$ cat src/include/ccio_pkg.sv
package ccio_pkg;

  localparam int unsigned NUM_CH   = 8;
  localparam int unsigned CNT_W    = 16;
  localparam int unsigned NUM_CTL  = 4;

  // Byte addresses of the APB registers.
  localparam logic [7:0] ADDR_CTL_AB  = 8'h00;
  localparam logic [7:0] ADDR_CTL_CD  = 8'h04;
  localparam logic [7:0] ADDR_CTL_EF  = 8'h08;
  localparam logic [7:0] ADDR_CTL_GH  = 8'h0c;
  localparam logic [7:0] ADDR_GR_BASE = 8'h20;
  localparam logic [7:0] ADDR_PINS    = 8'h40;

  // Field positions within a control register.
  localparam int unsigned LO_SEL_LSB = 0;
  localparam int unsigned HI_SEL_LSB = 4;
  localparam logic [7:0]  CTL_MASK   = 8'h77;
  localparam logic [7:0]  CTL_RESET  = 8'h00;

  // Selector encodings.
  typedef enum logic [2:0] {
    CCIO_OFF       = 3'b000,
    CCIO_OUT_LOW   = 3'b001,
    CCIO_OUT_HIGH  = 3'b010,
    CCIO_OUT_TOG   = 3'b011,
    CCIO_CAP_NONE  = 3'b100,
    CCIO_CAP_RISE  = 3'b101,
    CCIO_CAP_FALL  = 3'b110,
    CCIO_CAP_BOTH  = 3'b111
  } ccio_sel_e;

  // Full state of the block.
  typedef struct packed {
    logic [NUM_CTL-1:0][7:0]       ctl;
    logic [NUM_CH-1:0][CNT_W-1:0]  gr;
    logic [NUM_CH-1:0]             pin_out;
    logic [NUM_CH-1:0]             pin_oe;
    logic [NUM_CH-1:0]             pin_prev;
    logic [NUM_CH-1:0]             capture;
    logic [31:0]                   prdata;
    logic                          pready;
  } ccio_state_s;

endpackage

$ cat src/logic/ccio_ch2.sv
// Our own choices: the APB register port and the register offsets.
`timescale 1ns/1ns
module ccio_ch2 (
  input  wire logic                                          clk,
  input  wire logic                                          reset,
  input  wire logic                                          standby,
  input  wire logic                                          psel,
  input  wire logic                                          penable,
  input  wire logic                                          pwrite,
  input  wire logic [7:0]                                    paddr,
  input  wire logic [31:0]                                   pwdata,
  output logic      [31:0]                                   prdata,
  output logic                                               pready,
  output logic                                               pslverr,
  input  wire logic [ccio_pkg::CNT_W-1:0]                    counter,
  input  wire logic [ccio_pkg::NUM_CH-1:0]                   match,
  input  wire logic [ccio_pkg::NUM_CH-1:0]                   ch2_timer_pin_in,
  output logic      [ccio_pkg::NUM_CH-1:0]                   ch2_timer_pin_out,
  output logic      [ccio_pkg::NUM_CH-1:0]                   ch2_timer_pin_oe,
  output logic      [ccio_pkg::NUM_CH-1:0]                   capture_pulse,
  output logic      [ccio_pkg::NUM_CH*ccio_pkg::CNT_W-1:0]   ch2_cc_regs
);

  ccio_pkg::ccio_state_s s_q;
  ccio_pkg::ccio_state_s s_d;

  logic [2:0]                  sel [ccio_pkg::NUM_CH];
  logic                        bus_setup;
  logic                        bus_access;
  logic                        bus_wr;
  logic                        bus_rd;
  logic [ccio_pkg::NUM_CH-1:0] pin_rise;
  logic [ccio_pkg::NUM_CH-1:0] pin_fall;
  logic [ccio_pkg::NUM_CH-1:0] gr_wr_ok;
  logic [ccio_pkg::NUM_CH-1:0] cap_hit;

  // Bus phase strobes. A write commits only at the access edge where pready is high, so a
  // master that abandons a transfer after setup never leaves a half-written register.
  always_comb begin
    bus_setup  = psel && !penable;
    bus_access = psel && penable && s_q.pready;
    bus_wr     = bus_access && pwrite;
    bus_rd     = bus_setup && !pwrite;
  end

  // Channel k uses ctl[k/2]; even channels (A,C,E,G) the low field, odd (B,D,F,H) the high.
  always_comb begin
    for (int k = 0; k < ccio_pkg::NUM_CH; k++) begin
      if (k[0]) begin
        sel[k] = s_q.ctl[k/2][ccio_pkg::HI_SEL_LSB +: 3];
      end else begin
        sel[k] = s_q.ctl[k/2][ccio_pkg::LO_SEL_LSB +: 3];
      end
    end
  end

  // Pin edges against last cycle's sample, write permission and the capture decision.
  // The previous sample resets low, so a pin already high at reset looks like a rising edge.
  always_comb begin
    for (int k = 0; k < ccio_pkg::NUM_CH; k++) begin
      pin_rise[k] = ch2_timer_pin_in[k] && !s_q.pin_prev[k];
      pin_fall[k] = !ch2_timer_pin_in[k] && s_q.pin_prev[k];
      // Edge-capture modes lock out software so a captured value is never overwritten.
      gr_wr_ok[k] = !(sel[k][2] && sel[k][1:0] != 2'h0);
      case (ccio_pkg::ccio_sel_e'(sel[k]))
        ccio_pkg::CCIO_CAP_RISE: begin
          cap_hit[k] = pin_rise[k];
        end
        ccio_pkg::CCIO_CAP_FALL: begin
          cap_hit[k] = pin_fall[k];
        end
        ccio_pkg::CCIO_CAP_BOTH: begin
          cap_hit[k] = pin_rise[k] || pin_fall[k];
        end
        default: begin
          cap_hit[k] = 1'b0;
        end
      endcase
    end
  end

  // Next-state logic: bus access, compare actions and capture.
  always_comb begin
    s_d          = s_q;
    s_d.pready   = bus_setup;
    s_d.capture  = '0;
    s_d.pin_prev = ch2_timer_pin_in;

    // Register writes land at the access edge, together with the master's pready sample.
    if (bus_wr) begin
      if (paddr == ccio_pkg::ADDR_CTL_AB) begin
        s_d.ctl[0] = pwdata[7:0] & ccio_pkg::CTL_MASK;
      end else if (paddr == ccio_pkg::ADDR_CTL_CD) begin
        s_d.ctl[1] = pwdata[7:0] & ccio_pkg::CTL_MASK;
      end else if (paddr == ccio_pkg::ADDR_CTL_EF) begin
        s_d.ctl[2] = pwdata[7:0] & ccio_pkg::CTL_MASK;
      end else if (paddr == ccio_pkg::ADDR_CTL_GH) begin
        s_d.ctl[3] = pwdata[7:0] & ccio_pkg::CTL_MASK;
      end else begin
        // General registers sit one word apart from the base; unmapped writes drop.
        for (int k = 0; k < ccio_pkg::NUM_CH; k++) begin
          if (paddr == ccio_pkg::ADDR_GR_BASE + 8'(4 * k) && gr_wr_ok[k]) begin
            s_d.gr[k] = pwdata[ccio_pkg::CNT_W-1:0];
          end
        end
      end
    end

    // Read data is registered at the setup edge and stands with pready in the access cycle.
    if (bus_rd) begin
      s_d.prdata = 32'h0;
      if (paddr == ccio_pkg::ADDR_CTL_AB) begin
        s_d.prdata = {24'h0, s_q.ctl[0]};
      end else if (paddr == ccio_pkg::ADDR_CTL_CD) begin
        s_d.prdata = {24'h0, s_q.ctl[1]};
      end else if (paddr == ccio_pkg::ADDR_CTL_EF) begin
        s_d.prdata = {24'h0, s_q.ctl[2]};
      end else if (paddr == ccio_pkg::ADDR_CTL_GH) begin
        s_d.prdata = {24'h0, s_q.ctl[3]};
      end else if (paddr == ccio_pkg::ADDR_PINS) begin
        s_d.prdata = {24'h0, s_q.pin_out};
      end else begin
        for (int k = 0; k < ccio_pkg::NUM_CH; k++) begin
          if (paddr == ccio_pkg::ADDR_GR_BASE + 8'(4 * k)) begin
            s_d.prdata = {{(32-ccio_pkg::CNT_W){1'b0}}, s_q.gr[k]};
          end
        end
      end
    end

    // Per-channel compare action; the pin is driven only in the three compare modes.
    for (int k = 0; k < ccio_pkg::NUM_CH; k++) begin
      s_d.pin_oe[k] = !sel[k][2] && sel[k] != 3'h0;
      case (ccio_pkg::ccio_sel_e'(sel[k]))
        ccio_pkg::CCIO_OUT_LOW: begin
          if (match[k]) begin
            s_d.pin_out[k] = 1'b0;
          end
        end
        ccio_pkg::CCIO_OUT_HIGH: begin
          if (match[k]) begin
            s_d.pin_out[k] = 1'b1;
          end
        end
        ccio_pkg::CCIO_OUT_TOG: begin
          if (match[k]) begin
            s_d.pin_out[k] = !s_q.pin_out[k];
          end
        end
        default: begin
          s_d.pin_out[k] = s_q.pin_out[k];
        end
      endcase
      // A capture beats a software write in the same cycle.
      s_d.capture[k] = cap_hit[k];
      if (cap_hit[k]) begin
        s_d.gr[k] = counter;
      end
    end

    // Standby holds every control register at zero.
    if (standby) begin
      for (int r = 0; r < ccio_pkg::NUM_CTL; r++) begin
        s_d.ctl[r] = ccio_pkg::CTL_RESET;
      end
    end
  end

  // State register.
  always_ff @(posedge clk or posedge reset) begin
    if (reset) begin
      s_q <= '0;
    end else begin
      s_q <= s_d;
    end
  end

  assign prdata            = s_q.prdata;
  assign pready            = s_q.pready;
  assign pslverr           = 1'b0;
  assign ch2_timer_pin_out = s_q.pin_out;
  assign ch2_timer_pin_oe  = s_q.pin_oe;
  assign capture_pulse     = s_q.capture;
  assign ch2_cc_regs       = s_q.gr;

endmodule

$ cat config.mk
export PLATFORM = sky130hd
export DESIGN_NAME = ccio_ch2
export DESIGN_NICKNAME = d
export VERILOG_FILES = /design/src/include/ccio_pkg.sv /design/src/logic/ccio_ch2.sv
export SDC_FILE = /design/constraint.sdc
export NUM_CORES = 1
export LEC_CHECK = 0
export BUFFER_PORTS_ARGS = -buffer_cell sky130_fd_sc_hd__buf_2
export CAP_MARGIN = 10
export CORE_AREA = 2 2 167 169
export DETAILED_ROUTE_END_ITERATION = 6
export DIE_AREA = 0 0 169 171
export HOLD_SLACK_MARGIN = 0.03
export PLACE_DENSITY = 0.68
export SYNTH_ARGS = -nofsm -noshare
export SYNTH_HDL_FRONTEND = slang
export SYNTH_SLANG_ARGS = --single-unit
$ cat constraint.sdc
create_clock -name clk -period 8.3 [get_ports clk]
set_clock_uncertainty 0.1 [all_clocks]
set_input_delay 1.245 -clock clk [delete_from_list [all_inputs] [get_ports clk]]
set_output_delay 1.245 -clock clk [all_outputs]
set_load 0.05 [all_outputs]
; Yosys cells after proc, flatten, opt, wreduce, memory -nomap -nowiden
; Cells that the tools add are included.
[op_classes]
eq_ne = 119
n_mux = 82
n_reduce_logical = 161
[ops]
columns = operator, count
row1 = 2-to-1 mux 128 bit, 4
row2 = 2-to-1 mux 32 bit, 13
row3 = 2-to-1 mux 16 bit, 18
row4 = 2-to-1 mux 160 bit, 1
row5 = "inequality test 2 bit, second input constant", 59
row6 = "equality test 3 bit, second input constant", 24
row7 = "equality test 8 x 6 -> 1 bit, second input constant", 8
row8 = nonzero test 2 bit, 29
row9 = "equality test 3 x 2 -> 1 bit, second input constant", 16
row10 = case mux 1 bit (3 select lines), 16
row11 = AND reduction 6 bit, 8
row12 = nonzero test 3 bit, 16
row13 = logical AND 1 bit, 45
row14 = zero test 1 bit, 42
row15 = 2-to-1 mux 8 bit, 5
row16 = AND reduction 4 bit, 9
row17 = "equality test 3 x 1 -> 1 bit, second input constant", 8
row18 = 2-to-1 mux 1 bit, 24
row19 = 2-to-1 mux 24 bit, 1
row20 = "equality test 8 x 4 -> 1 bit, second input constant", 2
row21 = "equality test 8 x 3 -> 1 bit, second input constant", 1
row22 = "equality test 8 x 7 -> 1 bit, second input constant", 1
row23 = zero test 8 bit, 1
row24 = logical OR 1 bit, 8
row25 = other kinds (3), 3
[totals]
reg_bits = 225
out_inout_bits = 186

; Longest topological paths before layout
[logic_depth]
depth_word = 14
ltp_mapped = 10
mapped_depth_nobuf = 8

; Worst setup path after synthesis
; No wires, ideal clock.
[synth_path]
kind = input -> register
from = input port paddr[6]
to = register s_q, in the netlist prdata[1]
arrival_ns = 2.654
required_ns = 8.073
path_slack_ns = 5.419
path_stages = 8
path_buffers = 2
cell_sequence = buf_2 -> nor4bb_1 -> buf_2 -> nand2_1 -> a2bb2oi_1 -> a211o_1 -> a31oi_1 -> o21ai_1
[synth_via]
elab_chain_len = 14
[synth_rtl]
columns = element, line_no
row1 = from (decl), ccio_ch2.sv:10  ; input wire logic [7:0] paddr,
row2 = equality test 8 x 6 -> 1 bit, ccio_ch2.sv:124  ; if (paddr == ccio_pkg::ADDR_GR_BASE + 8'(4 * k)) begin
row3 = 2-to-1 mux 16 bit, ccio_ch2.sv:124
row4 = 2-to-1 mux 32 bit (7 in series), ccio_ch2.sv:124
row5 = 2-to-1 mux 32 bit, ccio_ch2.sv:120  ; end else if (paddr == ccio_pkg::ADDR_PINS) begin
row6 = 2-to-1 mux 32 bit, ccio_ch2.sv:118  ; end else if (paddr == ccio_pkg::ADDR_CTL_GH) begin
row7 = 2-to-1 mux 32 bit, ccio_ch2.sv:116  ; end else if (paddr == ccio_pkg::ADDR_CTL_EF) begin
row8 = 2-to-1 mux 32 bit, ccio_ch2.sv:114  ; end else if (paddr == ccio_pkg::ADDR_CTL_CD) begin
row9 = 2-to-1 mux 32 bit *, ccio_ch2.sv:112  ; if (paddr == ccio_pkg::ADDR_CTL_AB) begin
row10 = to (signal assigned), ccio_ch2.sv:172  ; s_q <= '0;
row11 = to (signal assigned), ccio_ch2.sv:174  ; s_q <= s_d;
row12 = to (decl), ccio_ch2.sv:24  ; ccio_pkg::ccio_state_s s_q;
; Every way passes the cells marked *; elsewhere a longest branch is shown, timed or not.
; A chain may end at the register's enable or synchronous reset.

; Worst setup path after layout
[layout_path]
from = input port paddr[2]
to = register s_q, in the netlist ch2_cc_regs[90]
[layout_via]
elab_chain_len = 4
[layout_rtl]
columns = element, line_no
row1 = equality test 8 x 6 -> 1 bit, ccio_ch2.sv:102  ; if (paddr == ccio_pkg::ADDR_GR_BASE + 8'(4 * k) && gr_wr_ok[k]) begin
row2 = logical AND 1 bit, ccio_ch2.sv:102
row3 = nonzero test 2 bit (no line), n/a
row4 = AND reduction 6 bit (no line) *, n/a
; Marked as above.

==> impl_metrics.tcl <==
set metrics [dict create \
    die_x_um 169 \
    max_stage_delay_ns 0.80 \
    async_flop_share_pct 100 \
    report.final.slew_viol_count 0 \
    fmax_mhz 268 \
    synth_ff_type "dfrtp_1" \
    track_usage_pct 26.0 \
    pin_count 264 \
    die-area_sq_um 28900 \
    worstMarginPinSlew_ns 0.983 \
    dr.pass1.iters 5 \
    cts_setup_buffers 0 \
    fin_area_sq_um 13000 \
    rsz0062_at_grt "no" \
    synthSimpleGateAreaFrac_pct 11.2 \
    grt_pass1_wl_um 57800 \
    fin_setup_tns_ns 0 \
    core_sq_um 27300 \
    cp_max_fo 53 \
    fin_crit_ns 3.73 \
    synthCells 1353 \
    clkTransAtPathRegs_ns 0.06 \
    worstPathCellList "buf_2 -> buf_4 -> nor2b_1 -> buf_4 -> nand2_1 -> nor3_1 -> a21o_1 -> nor2_1 -> a21oi_1" \
    gp_congestion 0.934 \
    multi_input_area_sq_um 5370 \
    seq_area_sq_um 5030 \
    outcome "completed" \
    dpl_cell_area_sq_um 12200 \
    whs_path_depth 2 \
    io_buffers 230 \
    grt_pass1_vias 9334 \
    synth_area_leaders "dfrtp_1, mux2i_1, buf_4" \
    cts.sinks 201 \
    crit_path_end_kind "register" \
    wire_per_inst_um 22.1 \
    fill_cells 2693 \
    clk_latency_ns 0.53 \
    synth_compound_area_share_pct 16.4 \
    powerDensity_nw_per_um2 173 \
    dieHeight_um 171 \
    crit_required_ns 8.65 \
    drtIter0Drc 914 \
    worstPathArrival_ns 4.07 \
    areaGrowthSynthToFinish_pct 6.31 \
    initial_core_util_pct 44.8 \
    rows 61 \
    setup_ws_ns 4.57 \
    cts.path.max_buffers 3 \
    ys_ff_latch 201 \
    cts_buffers 25 \
    cts_tree "built" \
    place_inst 1678 \
    synthMuxAreaShare_pct 13.8 \
    period_share_pct 44.9 \
    r2r-end "ch2_cc_regs[39]" \
    holdPathEnd "prdata[7]" \
    r2r_start "s_q[43]" \
    crit_buf_inv 3 \
    overflow 0 \
    cts_resized 0 \
    start_kind "input port" \
    place_ws_ns 4.10 \
    finalHoldViolations 0 \
    cp_top_family "simple AND/OR/NAND/NOR gates" \
    synth_commonest_cells "dfrtp_1, buf_4, mux2i_1" \
    nNetsFinal 1453 \
    dp_hpwl_um 27400 \
    leakage_uw 0.00602 \
    ys_warn_count 0 \
    viasPerCell 5.68 \
    synth_area_sq_um 12200 \
    cts-root-buf "clkbuf_16" \
    min-delay-start "prdata[7]" \
    synth_top_area_share_pct 41.1 \
    via_count 9803 \
    ant_nets 0 \
    crit_type "in2reg" \
    regToRegSetupSlack_ns 5.71 \
    grt_max_degree 135 \
    ir_drop_v 0.000121 \
    antenna_found_initial 3 \
    worst_path_max_delay_cell "a21o_1" \
    fin_cells 1727 \
    drc 0 \
    synth_top_family_by_area "compound AO/OA/AOI/OAI gates" \
    setup_viol 0 \
    cp_common_cell "buf_4" \
    drv_cap 0 \
    syn_avg_cell_area_sq_um 9.05 \
    ys_types 59 \
    ys_seq_area_share_pct 41.1 \
    hold_path.class "reg2reg" \
    drt-total-wl_um 38200 \
    r2r_cells 8 \
    synth_adder_area_share_pct 1.63 \
    drive_above_1_share_pct 23.4 \
    yosysTopAreaCell "dfrtp_1" \
    cts-hold-fix-buffers 0 \
    synthXorXnorAreaFrac_pct 0 \
    maxSlewHeadroom_pct 34.4 \
    synth_most_common_cell "dfrtp_1" \
    synth_edf_count 0 \
    htree_levels 1 \
    power_uw 2250 \
]
==> state kept, by name, summed over array words and instances, names as in the netlist <==
name and count:
ch2_cc_regs 128, s_q 32, prdata 16, capture_pulse 8, ch2_timer_pin_oe 8, ch2_timer_pin_out 8
pready 1
==> cells by family (layout without fill, tap and decap cells) <==
| family | after synthesis | in the layout |
|---|---|---|
| compound gates | 356 | 356 |
| fa+ha+maj | 16 | 16 |
| buf+inv | 315 | 323 |
| flops | 201 | 201 |
| mux | 164 | 164 |
| other cells | 1 | 21 |
| simple gates | 300 | 300 |
==> through the flow <==
step                hold WS, ns  util (%)
CTS                       0.403      47.6
finish                    0.399      47.7
floorplan                 0.357         -
global placement          0.389      44.8
global route              0.418      47.7
detailed placement        0.389      44.8
==> area by class of cell <==
type                       count  area share [%]
antenna                        4          0.0769
tap                          346            3.32
timing repair buffer         249            9.93
clock inverter                 8           0.576
sequential                   201            38.6
inverter                      29           0.894
multi-input combinational    853            41.3
clock buffer                  37            5.30
==> per-layer routing <==
layer | vias up | part of all wire [%] | track usage (%)
met5 | - | 0 | 0
met4 | 0 | 2.2 | 6.21
met3 | 65 | 10 | 7.31
met2 | 469 | 43 | 38.7
met1 | 4777 | 44 | 37.4
li1 | 4492 | - | -
==> placed cells by master (no fill, tap or decap), types with 15 or more instances in the layout <==
cell type,instances
o22ai_1,20
nor2b_1,28
dfrtp_1,201
nand2_1,82
mux2i_1,155
o21ai_1,60
clkbuf_16,25
nor2_1,143
ha_1,16
buf_2,230
a21oi_1,147
a22oi_1,15
buf_4,19
o21ai_0,59
inv_1,28
conb_1,17
==> worst register-to-register path: stages, from the launching register on <==
cell and delay (ns):
dfrtp_1 0.38, ha_1 0.27, nor2b_1 0.11, o21ai_0 0.14, a21boi_2 0.17, buf_4 0.38
a31o_2 0.69, nor2_1 0.12, a21oi_1 0.15
==> report_power, final <==
group,total (uW),switching (uW),internal (uW)
clock network,1050,439,607
registers,998,8.02,990
logic,207,156,50.6
==> worst max-delay path by stage <==
stage                             to  slack, ns     start  cells after the start
detailed placement   ch2_cc_regs[84]       4.10  paddr[2]                      8
global route         ch2_cc_regs[90]       4.32  paddr[2]                      9
finish               ch2_cc_regs[90]       4.57  paddr[2]                      9
global placement     ch2_cc_regs[93]       4.18  paddr[2]                      8
floorplan           capture_pulse[0]       1.47     reset                      1
CTS                  ch2_cc_regs[88]       4.66  paddr[2]                      9
Power figures use the tool's default switching activity.
